==> config.mk <==
export PLATFORM = sky130hd
export DESIGN_NAME = isse_isp_serial_entry_exit_sequencer
export DESIGN_NICKNAME = d
export VERILOG_FILES = /design/src/isse_fifo.v /design/src/isse_isp_serial_entry_exit_sequencer.v
export VERILOG_INCLUDE_DIRS = /design/src
export SDC_FILE = /design/constraint.sdc
export NUM_CORES = 1
export LEC_CHECK = 0
export ABC_AREA = 1
export BUFFER_PORTS_ARGS = -buffer_cell sky130_fd_sc_hd__buf_2
export CAP_MARGIN = 10
export CORE_AREA = 2 2 143 145
export DETAILED_ROUTE_END_ITERATION = 10
export DIE_AREA = 0 0 145 147
export PLACE_DENSITY = 0.63
export RECOVER_POWER = 100
export SYNTH_ARGS = -nofsm -noshare
export SYNTH_HDL_FRONTEND = slang
export SYNTH_SLANG_ARGS = --single-unit
==> constraint.sdc <==
create_clock -name clk -period 3.55 [get_ports clk]
set_clock_uncertainty 0.2 [all_clocks]
set_input_delay 0.1775 -clock clk [delete_from_list [all_inputs] [get_ports clk]]
set_output_delay 0.1775 -clock clk [all_outputs]
set_load 0.01 [all_outputs]
==> src/isse_regs.vh <==
`ifndef ISSE_REGS_VH
`define ISSE_REGS_VH
`define ISSE_CLK_NS            8
`define ISSE_DATA_W            8
`define ISSE_FIFO_DEPTH        16
`define ISSE_FIFO_AW           4
`define ISSE_BIT_CNT_W         3
`define ISSE_BIT_LAST          3'h7
`define ISSE_RESET_LOW_TO_IO_RELEASE_MIN_CYC 1
`define ISSE_RESET_LOW_TO_IO_RELEASE_MAX_CYC 2
`define ISSE_STARTUP_TIMEOUT_US 100
`define ISSE_STARTUP_TIMEOUT_CYC ((`ISSE_STARTUP_TIMEOUT_US * 1000) / `ISSE_CLK_NS)
`define ISSE_PWR_CNT_W         14
`endif

==> src/isse_fifo.v <==
`timescale 1ns/1ps
module isse_fifo #(
  parameter WIDTH = 8,
  parameter DEPTH = 16,
  parameter AW    = 4
) (
  // clock and reset
  input  wire             clk,
  input  wire             reset_n,
  // fill side
  input  wire             inValid,
  output wire             inReady,
  input  wire [WIDTH-1:0] inData,
  // drain side
  output wire             outValid,
  input  wire             outReady,
  output wire [WIDTH-1:0] outData
);
  reg [WIDTH-1:0] mem [0:DEPTH-1];
  reg [AW:0]      wrPtr;
  reg [AW:0]      rdPtr;
  wire            empty;
  wire            full;
  assign empty    = (wrPtr == rdPtr);
  assign full     = (wrPtr[AW-1:0] == rdPtr[AW-1:0]) && (wrPtr[AW] != rdPtr[AW]);
  assign inReady  = ~full;
  assign outValid = ~empty;
  assign outData  = mem[rdPtr[AW-1:0]];
  always @(posedge clk) begin
    if (inValid && !full) begin
      mem[wrPtr[AW-1:0]] <= inData;
    end
  end
  always @(posedge clk) begin
    if (!reset_n) begin
      wrPtr <= {(AW+1){1'b0}};
      rdPtr <= {(AW+1){1'b0}};
    end else begin
      if (inValid && !full) begin
        wrPtr <= wrPtr + 1'b1;
      end
      if (outReady && !empty) begin
        rdPtr <= rdPtr + 1'b1;
      end
    end
  end
endmodule // isse_fifo

==> src/isse_isp_serial_entry_exit_sequencer.v <==
// Functional notes
// - gpio-reset or disabled: power-up entry only
// - io tristated one to two clocks; the code takes three clocks from the pin
// - programmer is master, device is slave
// - bytes shift msb first, fixed order
// - mode zero: rise samples, fall changes
// - fuse changes apply after session ends
`timescale 1ns/1ps
`include "isse_regs.vh"
module isse_isp_serial_entry_exit_sequencer (
  // clock and reset
  input  wire       clk,
  input  wire       reset_n,
  // device pins
  input  wire       rstPin,
  input  wire       selectPin,
  input  wire       sck,
  input  wire       mosi,
  output reg        miso,
  output reg        misoOe_n,
  output reg        ioRelease,
  // stored settings, read by the fuse row
  input  wire       resetPinEnableFuse,
  input  wire       programEnableFuse,
  // received bytes to the programming engine
  output wire       rxValid,
  input  wire       rxReady,
  output wire [7:0] rxData,
  // reply byte from the programming engine
  input  wire [7:0] txData,
  input  wire       txLoad,
  // status
  output reg        programming,
  output reg        rxOverrun
);
  localparam ST_RUN    = 4'h1;
  localparam ST_WAIT   = 4'h2;
  localparam ST_PROG   = 4'h4;
  localparam ST_EXIT   = 4'h8;
  // session decode is shared by the status flop, the pin enable and the shifter
  function in_session;
    input [3:0] s;
    begin
      in_session = (s == ST_PROG);
    end
  endfunction
  reg [1:0] rstSync;
  reg [1:0] selSync;
  reg [2:0] sckSync;
  reg [1:0] mosiSync;
  reg [3:0] state;
  reg [3:0] next_state;
  reg       resetPinEnable;
  reg       programEnable;
  reg       powerUp;
  reg [`ISSE_PWR_CNT_W-1:0] porCnt;
  reg [2:0] bitCnt;
  reg [7:0] shiftIn;
  reg [7:0] shiftOut;
  reg       pushValid;
  reg [7:0] pushData;
  wire      pushReady;
  wire      rstLow;
  wire      selHigh;
  wire      sckRise;
  wire      sckFall;
  wire      entryAllowed;
  assign rstLow  = ~rstSync[1];
  assign selHigh = selSync[1];
  assign sckRise = sckSync[1] & ~sckSync[2];
  assign sckFall = ~sckSync[1] & sckSync[2];
  // a running entry needs both the reset pin and the programming setting
  assign entryAllowed = powerUp | (resetPinEnable & programEnable);
  always @(posedge clk) begin
    if (!reset_n) begin
      rstSync  <= 2'h0;
      selSync  <= 2'h0;
      sckSync  <= 3'h0;
      mosiSync <= 2'h0;
    end else begin
      rstSync  <= {rstSync[0], rstPin};
      selSync  <= {selSync[0], selectPin};
      sckSync  <= {sckSync[1:0], sck};
      mosiSync <= {mosiSync[0], mosi};
    end
  end
  // settings latch only while not programming, so edits apply after reset rises
  always @(posedge clk) begin
    if (!reset_n) begin
      resetPinEnable <= 1'b1;
      programEnable  <= 1'b1;
      powerUp        <= 1'b1;
      porCnt         <= `ISSE_PWR_CNT_W'h0;
    end else begin
      if (state == ST_RUN && !rstLow) begin
        resetPinEnable <= resetPinEnableFuse;
        programEnable  <= programEnableFuse;
      end
      // entry while this counter runs counts as power-up entry, whatever the settings
      if (powerUp) begin
        if (porCnt == `ISSE_STARTUP_TIMEOUT_CYC - 1) begin
          powerUp <= 1'b0;
        end else begin
          porCnt <= porCnt + 1'b1;
        end
      end
    end
  end
  always @* begin
    next_state = state;
    case (state)
      ST_RUN: begin
        if (rstLow && entryAllowed) begin
          next_state = ST_WAIT;
        end
      end
      ST_WAIT: begin
        if (!rstLow) begin
          next_state = ST_RUN;
        end else if (selHigh) begin
          next_state = ST_PROG;
        end
      end
      ST_PROG: begin
        if (!rstLow) begin
          next_state = ST_EXIT;
        end
      end
      ST_EXIT: begin
        next_state = ST_RUN;
      end
      default: begin
        next_state = ST_RUN;
      end
    endcase
  end
  always @(posedge clk) begin
    if (!reset_n) begin
      state       <= ST_RUN;
      ioRelease   <= 1'b1;
      programming <= 1'b0;
    end else begin
      state       <= next_state;
      // two sync stages plus this flop put release three clocks after the pin
      ioRelease   <= rstLow | powerUp;
      programming <= in_session(next_state);
    end
  end
  // slave shifter: sample on rising, change on falling, msb first
  always @(posedge clk) begin
    if (!reset_n) begin
      bitCnt    <= 3'h0;
      shiftIn   <= 8'h00;
      shiftOut  <= 8'h00;
      miso      <= 1'b0;
      misoOe_n  <= 1'b1;
      pushValid <= 1'b0;
      pushData  <= 8'h00;
      rxOverrun <= 1'b0;
    end else begin
      pushValid <= 1'b0;
      misoOe_n  <= ~(in_session(state) && !selHigh);
      if (txLoad) begin
        shiftOut <= txData;
      end
      if (!in_session(state) || selHigh) begin
        bitCnt <= 3'h0;
        miso   <= shiftOut[7];
      end else begin
        if (sckRise) begin
          shiftIn <= {shiftIn[6:0], mosiSync[1]};
          bitCnt  <= bitCnt + 1'b1;
          if (bitCnt == `ISSE_BIT_LAST) begin
            pushValid <= 1'b1;
            pushData  <= {shiftIn[6:0], mosiSync[1]};
          end
        end
        // a reply loaded inside the frame must show its msb before the first rising edge
        if (txLoad) begin
          miso <= txData[7];
        end
        if (sckFall && !txLoad) begin
          shiftOut <= {shiftOut[6:0], 1'b0};
          miso     <= shiftOut[6];
        end
      end
      // the serial link cannot stall, so a full queue drops the byte
      // judged at the push edge, so a pop just before it is not taken for a loss
      if (pushValid && !pushReady) begin
        rxOverrun <= 1'b1;
      end
      if (state == ST_RUN) begin
        rxOverrun <= 1'b0;
      end
    end
  end
  // sixteen bytes of slack absorb engine stalls; past that, bytes are lost
  isse_fifo #(
    .WIDTH (`ISSE_DATA_W),
    .DEPTH (`ISSE_FIFO_DEPTH),
    .AW    (`ISSE_FIFO_AW)
  ) rxFifo (
    .clk      (clk),
    .reset_n  (reset_n),
    .inValid  (pushValid),
    .inReady  (pushReady),
    .inData   (pushData),
    .outValid (rxValid),
    .outReady (rxReady),
    .outData  (rxData)
  );
endmodule // isse_isp_serial_entry_exit_sequencer

==> flow_metrics.tcl, run 1 <==
set metrics [dict create \
    run_status "finished clean" \
    timing.slew.headroom 0.380 \
    cp_slowest_cell "sky130_fd_sc_hd__dfxtp_2" \
    synthesis.area_sq_um 8730 \
    achievable-frequency_mhz 344 \
    topRoutingLayerUsed "met4" \
    cts-root-to-sink-buffers 3 \
    num_io_pins 32 \
    post-cts-setup-buffer-count 0 \
    insertion_delay_of_the_later_clocked_pin_in_the_worst_skew_pair_ns 0.49 \
    post_route_worst_setup_slack_ns 0.642 \
    critPathMaxStageDelay_ns 0.94 \
    power.density_nw_per_um2 517 \
    start_util 0.440 \
    grt_util_all_layers 0.168 \
    finish.utilization 0.496 \
    iteration_count_of_the_initial_detailed_routing_pass 7 \
    area.growth.synth_to_final_pct 12.8 \
    n_antenna_cell 0 \
    max-vdd-ir-drop_v 0.000479 \
    synth_sequential_area_ratio 0.614 \
    rsz_0062_raised_after_global_routing "no" \
    cp.required_ns 3.17 \
    report.power.total_w 0.00509 \
    wirelength_um 17900 \
    remaining_drc_errors 0 \
    cts_max_level 1 \
    detail_route.vias_per_cell 4.96 \
    core_outline_area_sq_um 19800 \
    clkSlewWorstSetupHoldPaths_ns 0.06 \
    dp_hpwl_um 11200 \
    worst_ep_arrival_time_ns 2.53 \
    timing.max_cap.violations 0 \
    worstPathCellList "buf_4 > a21oi_1 > o21ai_0 > nand3_1 > nand3_1 > nand2_1 > clkbuf_1" \
    grt_antenna_before_repair 0 \
    nature_of_the_critical_path_endpoint "output pin" \
    multi_input_area_sq_um 2590 \
    drt.antenna.violating_nets 0 \
    drt_iter0_drc 402 \
    hold-path-cell-count 5 \
    routed_wire_length_per_instance_um 14.7 \
    unique_masters_post_synth 37 \
    layout-drive-gt1-share 0.0771 \
    hold_viol_final 0 \
    tritoncts_clock_tree "done" \
    wl_met3_um 951 \
    start_kind "flip-flop" \
    worst_slew_pin_slew_ns 0.931 \
    wire_length_of_the_first_global_routing_pass_um 28900 \
    dpl_worst_slack_ns 1.23 \
    setup_total_negative_slack_ns 0 \
    ys_seq_elements 204 \
    final_min_period_over_clock_period 0.819 \
    port_buffers 31 \
    chipWidth_um 145 \
    clock_sink_count 204 \
    synthesis.instances 886 \
    postSynthNetCount 912 \
    grt_pass1_vias 5725 \
    critical_path_peak_fanout 56 \
    min_delay_worst_type "primary input to flip-flop" \
    power.static_leakage_nw 3.91 \
    setup_viol 0 \
    floorplan.die.height_um 147 \
    floorplan.rows 52 \
    syn-mean-instance-area_sq_um 9.86 \
    yosys_warnings 0 \
    floorplan.die_area_sq_um 21300 \
    worstSetupPathType "flip-flop to output pin" \
    area.sequential_sq_um 5370 \
    ff2ff_path_depth 8 \
    via_count 6040 \
    pins_over_slew_limit 0 \
    cts.root.buffer_cell "sky130_fd_sc_hd__clkbuf_16" \
    grt_start_max_net_pins 57 \
    cts_buffers 22 \
    design.final.nets 957 \
    met2RoutedLength_um 8350 \
    num-fill-cells 1840 \
    layout_min_cycle_time_ns 2.91 \
    globalRouteOverflowTotal 0 \
    place.gp.congestion 0.779 \
    crit_path_frequent_cell "sky130_fd_sc_hd__nand3_1" \
    m1_wire_length_um 8240 \
]
[through the flow]
step | cells | hold WS [ns] | instance area, sq um
global route | 1217 | 0.0914 | 9850
detailed placement | 1156 | 0.164 | 9110
global placement | 1156 | 0.159 | 9110
CTS | 1217 | 0.0000704 | 10000
floorplan | 886 | 0.0751 | 8730
finish | 1217 | 0.0354 | 9850
[cell usage after synthesis]
cell                        instances  area, sq um
sky130_fd_sc_hd__nand2_1          162          608
sky130_fd_sc_hd__edfxtp_1         128         3840
sky130_fd_sc_hd__inv_1            112          420
sky130_fd_sc_hd__nand3_1           84          420
sky130_fd_sc_hd__dfxtp_1           76         1520
sky130_fd_sc_hd__nor2_1            70          263
sky130_fd_sc_hd__a21oi_1           57          285
sky130_fd_sc_hd__o21ai_0           53          265
sky130_fd_sc_hd__o211ai_1          32          240
sky130_fd_sc_hd__buf_2             14         70.1
sky130_fd_sc_hd__clkbuf_1          14         52.6
sky130_fd_sc_hd__ha_1               8          100
sky130_fd_sc_hd__xor2_1             8         70.1
sky130_fd_sc_hd__nand2_2            7         43.8
sky130_fd_sc_hd__xnor2_1            6         52.6
sky130_fd_sc_hd__buf_1              5         18.8
sky130_fd_sc_hd__inv_2              5         18.8
sky130_fd_sc_hd__nand2_4            5         56.3
sky130_fd_sc_hd__nand4_1            5         31.3
sky130_fd_sc_hd__nor2_2             5         31.3
sky130_fd_sc_hd__nor2_4             5         56.3
sky130_fd_sc_hd__a21oi_2            3         26.3
sky130_fd_sc_hd__buf_4              3         22.5
sky130_fd_sc_hd__nand3b_1           3         22.5
sky130_fd_sc_hd__a211oi_1           2         15.0
sky130_fd_sc_hd__a31oi_1            2         12.5
sky130_fd_sc_hd__nand3_4            2         35.0
sky130_fd_sc_hd__buf_6              1         11.3
sky130_fd_sc_hd__inv_6              1         8.76
sky130_fd_sc_hd__nand2_8            1         20.0
sky130_fd_sc_hd__nand4_4            1         21.3
sky130_fd_sc_hd__nor2_8             1         20.0
sky130_fd_sc_hd__nor3_1             1         5.00
sky130_fd_sc_hd__nor3b_2            1         12.5
sky130_fd_sc_hd__nor4_1             1         6.26
sky130_fd_sc_hd__o2111ai_1          1         8.76
sky130_fd_sc_hd__xnor2_2            1         16.3
[timing repair]
item | CTS | global route
hold endpoints to repair | 25 | 0
resized for setup | 0 | 0
hold buffers | 21 | 0
[power by group]
part           internal, W  total (W)  switching (W)
registers          0.00251    0.00256      0.0000471
clock network      0.00132    0.00220       0.000880
logic             0.000134   0.000331       0.000197
[state kept, by name, indices dropped and copies added (netlist names), 4 cells and up, named ones only]
signal and flops:
porCnt 14, pushData 8, rxFifo.mem 128, rxFifo.rdPtr 5, rxFifo.wrPtr 5, shiftIn 7
shiftOut 8, state 4
[area by class of cell]
cell class | instances | share of cell area
Clock buffer | 26 | 0.0596
Tap cell | 270 | 0.0343
Timing Repair Buffer | 58 | 0.0414
Inverter | 118 | 0.0451
Multi-Input combinational cell | 527 | 0.263
Sequential cell | 204 | 0.545
Clock inverter | 14 | 0.0117
[layer usage]
layer  global-route usage  vias to the layer above
met3               0.0276                       30
met1                0.226                     2790
li1                     -                     3054
met4               0.0441                        0
met5                    0                        -
met2                0.283                      166
[final timing paths]
| path | start | end | slack, ns |
|---|---|---|---|
| setup reg to reg | rxFifo.wrPtr[0] | rxFifo.mem[9][6] | 0.81 |
| hold / removal | txLoad | shiftOut[6] | 0.04 |
| setup / recovery | flip-flop | rxData[1] | 0.64 |
| hold reg to reg | selSync[0] | selSync[1] | 0.21 |
[cell usage in the layout (no fill, tap or decap), types with 2 or more instances in the layout]
cell,netlist,routed
sky130_fd_sc_hd__ha_1,8,8
sky130_fd_sc_hd__inv_2,5,4
sky130_fd_sc_hd__buf_4,3,5
sky130_fd_sc_hd__dfxtp_2,0,2
sky130_fd_sc_hd__bufinv_16,0,2
sky130_fd_sc_hd__buf_2,14,19
sky130_fd_sc_hd__xnor2_1,6,6
sky130_fd_sc_hd__nand4_1,5,5
sky130_fd_sc_hd__nor2_1,70,78
sky130_fd_sc_hd__nand2_1,162,171
sky130_fd_sc_hd__nand3b_1,3,3
sky130_fd_sc_hd__clkbuf_16,0,23
sky130_fd_sc_hd__nor2_2,5,3
sky130_fd_sc_hd__dlygate4sd3_1,0,21
sky130_fd_sc_hd__clkbuf_1,14,15
sky130_fd_sc_hd__a211oi_1,2,2
sky130_fd_sc_hd__dfxtp_1,76,74
sky130_fd_sc_hd__clkinv_1,0,6
sky130_fd_sc_hd__clkinv_2,0,5
sky130_fd_sc_hd__nand3_1,84,86
sky130_fd_sc_hd__edfxtp_1,128,128
sky130_fd_sc_hd__a31oi_1,2,2
sky130_fd_sc_hd__o21ai_0,53,53
sky130_fd_sc_hd__nand2_2,7,4
sky130_fd_sc_hd__o211ai_1,32,32
sky130_fd_sc_hd__inv_1,112,113
sky130_fd_sc_hd__a21oi_1,57,59
sky130_fd_sc_hd__xor2_1,8,8
[cell families after synthesis]
group / count (synthesis) / synth area share
simple gates: 354 / 0.189
flops: 204 / 0.614
fa+ha+maj: 8 / 0.0115
compound gates: 150 / 0.0977
xor+xnor: 15 / 0.0159
buf+inv: 155 / 0.0713
[worst max-delay path: cells and delay by family (launching register included)]
kind	cells	cell delay [ns]
simple gates	3	0.37
flops	1	0.94
compound gates	2	0.20
buf+inv	2	0.53
Power figures use the tool's default switching activity.
==> run 2, diff against run 1 <==
- PLACE_DENSITY: 0.63 -> 0.66
- clock period: 3.55 -> 2.45 ns (I/O delays scaled with it)
==> flow_metrics.tcl, run 2 (same netlist as run 1, synthesis figures left out) <==
set metrics [dict create \
    detail_route.vias_per_cell 4.91 \
    area.growth.synth_to_final_pct 15.8 \
    worstReg2RegStart "rxFifo.wrPtr[0]" \
    cp_slowest_cell "sky130_fd_sc_hd__nor2_1" \
    worstSetupPathType "flip-flop to flip-flop" \
    max-vdd-ir-drop_v 0.000637 \
    report.power.total_w 0.00749 \
    mostFrequentLayoutCells "165 x sky130_fd_sc_hd__nand2_1, 128 x sky130_fd_sc_hd__edfxtp_1, 112 x sky130_fd_sc_hd__inv_1, 84 x sky130_fd_sc_hd__nand3_1, 77 x sky130_fd_sc_hd__nor2_1" \
    power.density_nw_per_um2 741 \
    drt_iter0_drc 426 \
    worst_slew_pin_slew_ns 1.00 \
    wire_length_of_the_first_global_routing_pass_um 29900 \
    worstPathCellList "nand2_1 > nand2_1 > nor2_1 > nand3_4 > nand2_8 > inv_6 > nand2_4 > nor2_1" \
    cts_buffers 21 \
    final_min_period_over_clock_period 0.919 \
    worst_ep_arrival_time_ns 2.18 \
    clock_sink_count 204 \
    start_util 0.440 \
    rsz_0062_raised_after_global_routing "no" \
    finish.utilization 0.510 \
    wirelength_um 18300 \
    setup_total_negative_slack_ns 0 \
    critical_path_peak_fanout 8 \
    insertion_delay_of_the_later_clocked_pin_in_the_worst_skew_pair_ns 0.51 \
    routed_wire_length_per_instance_um 14.9 \
    core_outline_area_sq_um 19800 \
    dpl_worst_slack_ns 0.168 \
    worst-r2r-setup-slack_ns 0.20 \
    finalInstanceArea_sq_um 10100 \
    floorplan.die.height_um 147 \
    port_buffers 31 \
    floorplan.die_area_sq_um 21300 \
    hold_viol_final 0 \
    layout-drive-gt1-share 0.0905 \
    grt_pass1_vias 5822 \
    hold-path-cell-count 4 \
    worst_r2r_endpoint "rxFifo.mem[13][2]" \
    achievable-frequency_mhz 444 \
    min_delay_worst_endpoint "mosiSync[0]" \
    design.final.nets 972 \
    clkSlewWorstSetupHoldPaths_ns 0.06 \
    place.gp.congestion 0.810 \
    drt.antenna.violating_nets 0 \
    cp.required_ns 2.38 \
    detailed_place.area_sq_um 9160 \
    num_io_pins 32 \
    iteration_count_of_the_initial_detailed_routing_pass 5 \
    post_route_worst_setup_slack_ns 0.199 \
    run_status "finished clean" \
    grt_start_max_net_pins 58 \
    tritoncts_clock_tree "done" \
    critPathMaxStageDelay_ns 0.53 \
    via_count 6047 \
    dp_hpwl_um 11500 \
    ctsResizeCount 0 \
    timing.hold.worst.start "mosi" \
    cts.root.buffer_cell "sky130_fd_sc_hd__clkbuf_16" \
    layout_min_cycle_time_ns 2.25 \
    remaining_drc_errors 0 \
    pins_over_slew_limit 0 \
    cts_max_level 1 \
    grt_util_all_layers 0.174 \
    nature_of_the_critical_path_endpoint "flip-flop" \
    start_kind "flip-flop" \
    globalRouteOverflowTotal 0 \
    power.static_leakage_nw 4.01 \
    flip_flop_count_of_the_largest_register_after_layout 128 \
    ff2ff_path_depth 8 \
    cts-root-to-sink-buffers 3 \
    min_delay_worst_type "primary input to flip-flop" \
    timing.slew.headroom 0.331 \
    floorplan.rows 52 \
    setup_viol 0 \
    timing.max_cap.violations 0 \
    grt_antenna_before_repair 0 \
    chipWidth_um 145 \
    n_antenna_cell 0 \
    leading_cell_type_in_the_layout_fill_and_taps_excluded "sky130_fd_sc_hd__nand2_1" \
]
run 2: stage by stage:
| step | instances | hold slack [ns] |
|---|---|---|
| 3_5_place_dp | 1159 | 0.109 |
| 4_1_cts | 1230 | 0.154 |
| 3_3_place_gp | 1159 | 0.104 |
| 5_1_grt | 1231 | 0.201 |
| 6_report | 1231 | 0.192 |
| 2_1_floorplan | 886 | 0.0201 |
run 2: timing repair:
| item | CTS | global route |
|---|---|---|
| endpoints found under the hold margin | 37 | 0 |
| hold buffers | 33 | 0 |
| endpoints found under the setup margin | 0 | 4 |
| buffers inserted | 0 | 1 |
run 2: critical path, delay by kind of cell, from the launching register on:
family	cells	cell delay, ns
simple gates	7	1.11
buf+inv	1	0.11
flops	1	0.48
run 2: routing by layer:
| metal | global-route usage | vias up | part of all wire |
|---|---|---|---|
| met2 | 0.288 | 162 | 0.47 |
| met4 | 0.0485 | 0 | 0.027 |
| met1 | 0.236 | 2768 | 0.45 |
| li1 | - | 3081 | - |
| met3 | 0.0314 | 36 | 0.052 |
| met5 | 0 | - | 0 |
run 2: how the worst max path moves through the flow:
stage               slack, ns  cells past startpoint             from                 to
floorplan                0.47                      7  rxFifo.rdPtr[4]   rxFifo.mem[3][0]
global placement         0.22                      8  rxFifo.wrPtr[0]  rxFifo.mem[13][1]
detailed placement       0.17                      8  rxFifo.wrPtr[0]  rxFifo.mem[13][1]
CTS                      0.12                      7        flip-flop          rxData[7]
global route             0.02                      8       sckSync[1]        pushData[6]
finish                   0.20                      8  rxFifo.wrPtr[0]  rxFifo.mem[13][2]
run 2: area by class of cell:
type | instances | area, sq um
clock buffer | 31 | 613
clock inverter | 7 | 96.3
fill | 1782 | 9730
inverter | 118 | 448
multi-input combinational | 527 | 2670
sequential | 204 | 5370
tap | 270 | 338
timing repair buffer | 74 | 573
run 2: where the power goes:
group | leakage [nW] | total, W | switching (W) | internal, W
Sequential | 1.66 | 0.00369 | 0.0000429 | 0.00364
Combinational | 2.02 | 0.000573 | 0.000351 | 0.000223
Clock | 0.338 | 0.00323 | 0.00128 | 0.00195
Total | 4.01 | 0.00749 | 0.00167 | 0.00582
==> run 3, diff against run 2 <==
- RECOVER_POWER: 100 -> not set
==> flow_metrics.tcl, run 3 (same netlist as run 1, synthesis figures left out) <==
set metrics [dict create \
    run_status "finished clean" \
    routed_wire_length_per_instance_um 14.9 \
    worst_r2r_endpoint "rxFifo.mem[13][2]" \
    final_min_period_over_clock_period 0.920 \
    floorplan.die_area_sq_um 21300 \
    worstReg2RegStart "rxFifo.wrPtr[0]" \
    drt.antenna.violating_nets 0 \
    min_delay_worst_type "primary input to flip-flop" \
    timing.hold.worst.start "mosi" \
    flip_flop_count_of_the_largest_register_after_layout 128 \
    grt_util_all_layers 0.174 \
    setup_total_negative_slack_ns 0 \
    pins_over_slew_limit 0 \
    core_outline_area_sq_um 19800 \
    worst_ep_arrival_time_ns 2.19 \
    floorplan.rows 52 \
    hold-path-cell-count 4 \
    critical_path_peak_fanout 8 \
    report.power.total_w 0.00751 \
    cts-root-to-sink-buffers 3 \
    area.sequential_sq_um 5370 \
    num-fill-cells 1757 \
    nature_of_the_critical_path_endpoint "flip-flop" \
    chipWidth_um 145 \
    ff2ff_path_depth 8 \
    n_antenna_cell 0 \
    max-vdd-ir-drop_v 0.000637 \
    power.static_leakage_nw 4.12 \
    layout_min_cycle_time_ns 2.25 \
    wire_length_of_the_first_global_routing_pass_um 29900 \
    start_util 0.440 \
    via_count 6030 \
    timing.slew.headroom 0.405 \
    worstSetupPathType "flip-flop to flip-flop" \
    tritoncts_clock_tree "done" \
    leading_cell_type_in_the_layout_fill_and_taps_excluded "sky130_fd_sc_hd__nand2_1" \
    wirelength_um 18300 \
    achievable-frequency_mhz 444 \
    grt_antenna_before_repair 0 \
    cts_max_level 1 \
    cts.root.buffer_cell "sky130_fd_sc_hd__clkbuf_16" \
    ctsResizeCount 0 \
    drt_iter0_drc 372 \
    dp.cells 1159 \
    num_io_pins 32 \
    globalRouteOverflowTotal 0 \
    iteration_count_of_the_initial_detailed_routing_pass 4 \
    start_kind "flip-flop" \
    clkSlewWorstSetupHoldPaths_ns 0.06 \
    grt_pass1_vias 5822 \
    clock_sink_count 204 \
    multi_input_area_sq_um 2750 \
    floorplan.die.height_um 147 \
    worst_slew_pin_slew_ns 0.891 \
    place.gp.congestion 0.810 \
    hold_viol_final 0 \
    worst-r2r-setup-slack_ns 0.20 \
    design.final.nets 972 \
    remaining_drc_errors 0 \
    grt_start_max_net_pins 58 \
    dp_hpwl_um 11500 \
    cp.required_ns 2.38 \
    min_delay_worst_endpoint "mosiSync[0]" \
    detail_route.vias_per_cell 4.90 \
    rsz_0062_raised_after_global_routing "no" \
    port_buffers 31 \
    timing.max_cap.violations 0 \
    area.growth.synth_to_final_pct 16.9 \
    setup_viol 0 \
    insertion_delay_of_the_later_clocked_pin_in_the_worst_skew_pair_ns 0.51 \
    mostFrequentLayoutCells "162 x sky130_fd_sc_hd__nand2_1, 128 x sky130_fd_sc_hd__edfxtp_1, 112 x sky130_fd_sc_hd__inv_1, 84 x sky130_fd_sc_hd__nand3_1, 74 x sky130_fd_sc_hd__dfxtp_1" \
    cts_buffers 21 \
    instances_no_fill 1231 \
    layout-drive-gt1-share 0.119 \
    finish.utilization 0.514 \
    power.density_nw_per_um2 735 \
]
-- run 3: worst max path at each step --
stage	start	endpoint	slack, ns	cells past startpoint
3_3_place_gp	rxFifo.wrPtr[0]	rxFifo.mem[13][1]	0.22	8
4_1_cts	flip-flop	rxData[7]	0.12	7
5_1_grt	rxFifo.wrPtr[0]	rxFifo.mem[0][1]	0.02	8
6_report	rxFifo.wrPtr[0]	rxFifo.mem[13][2]	0.20	8
2_1_floorplan	rxFifo.rdPtr[4]	rxFifo.mem[3][0]	0.47	7
3_5_place_dp	rxFifo.wrPtr[0]	rxFifo.mem[13][1]	0.17	8
-- run 3: per-layer routing --
metal | track usage | vias to the layer above | share of wire
li1 | - | 3079 | -
met4 | 0.0485 | 0 | 0.025
met3 | 0.0314 | 36 | 0.056
met5 | 0 | - | 0
met2 | 0.288 | 158 | 0.47
met1 | 0.236 | 2757 | 0.45
-- run 3: critical path, stage by stage (launching register included) --
cell	delay [ns]
sky130_fd_sc_hd__dfxtp_1	0.48
sky130_fd_sc_hd__nand2_1	0.09
sky130_fd_sc_hd__nand2_1	0.11
sky130_fd_sc_hd__nor2_4	0.06
sky130_fd_sc_hd__nand3_4	0.13
sky130_fd_sc_hd__nand2_8	0.09
sky130_fd_sc_hd__inv_6	0.12
sky130_fd_sc_hd__nand2_4	0.10
sky130_fd_sc_hd__nor2_1	0.53
-- run 3: report_power, final --
group / internal (W) / switching [W]
registers: 0.00364 / 0.0000436
logic: 0.000235 / 0.000355
clock network: 0.00195 / 0.00128
total: 0.00583 / 0.00168
-- run 3: per-stage QoR --
step / setup WS (ns) / cell area (sq um) / hold WS, ns
after global placement: 0.220 / 9160 / 0.104
after global routing: 0.0235 / 10200 / 0.201
after detailed placement: 0.168 / 9160 / 0.109
final: 0.196 / 10200 / 0.192
after CTS: 0.117 / 10200 / 0.154
after floorplan: 0.469 / 8730 / 0.0201
-- run 3: layout make-up --
class / count / area share
Clock buffer: 31 / 0.0601
Timing Repair Buffer: 74 / 0.0586
Tap cell: 270 / 0.0331
Clock inverter: 7 / 0.00944
Multi-Input combinational cell: 527 / 0.269
Sequential cell: 204 / 0.526
Inverter: 118 / 0.0439
-- run 3: timing repair --
action	CTS	global route
setup endpoints to repair	0	4
buffers inserted	0	1
hold endpoints to repair	37	0
hold buffers	33	0
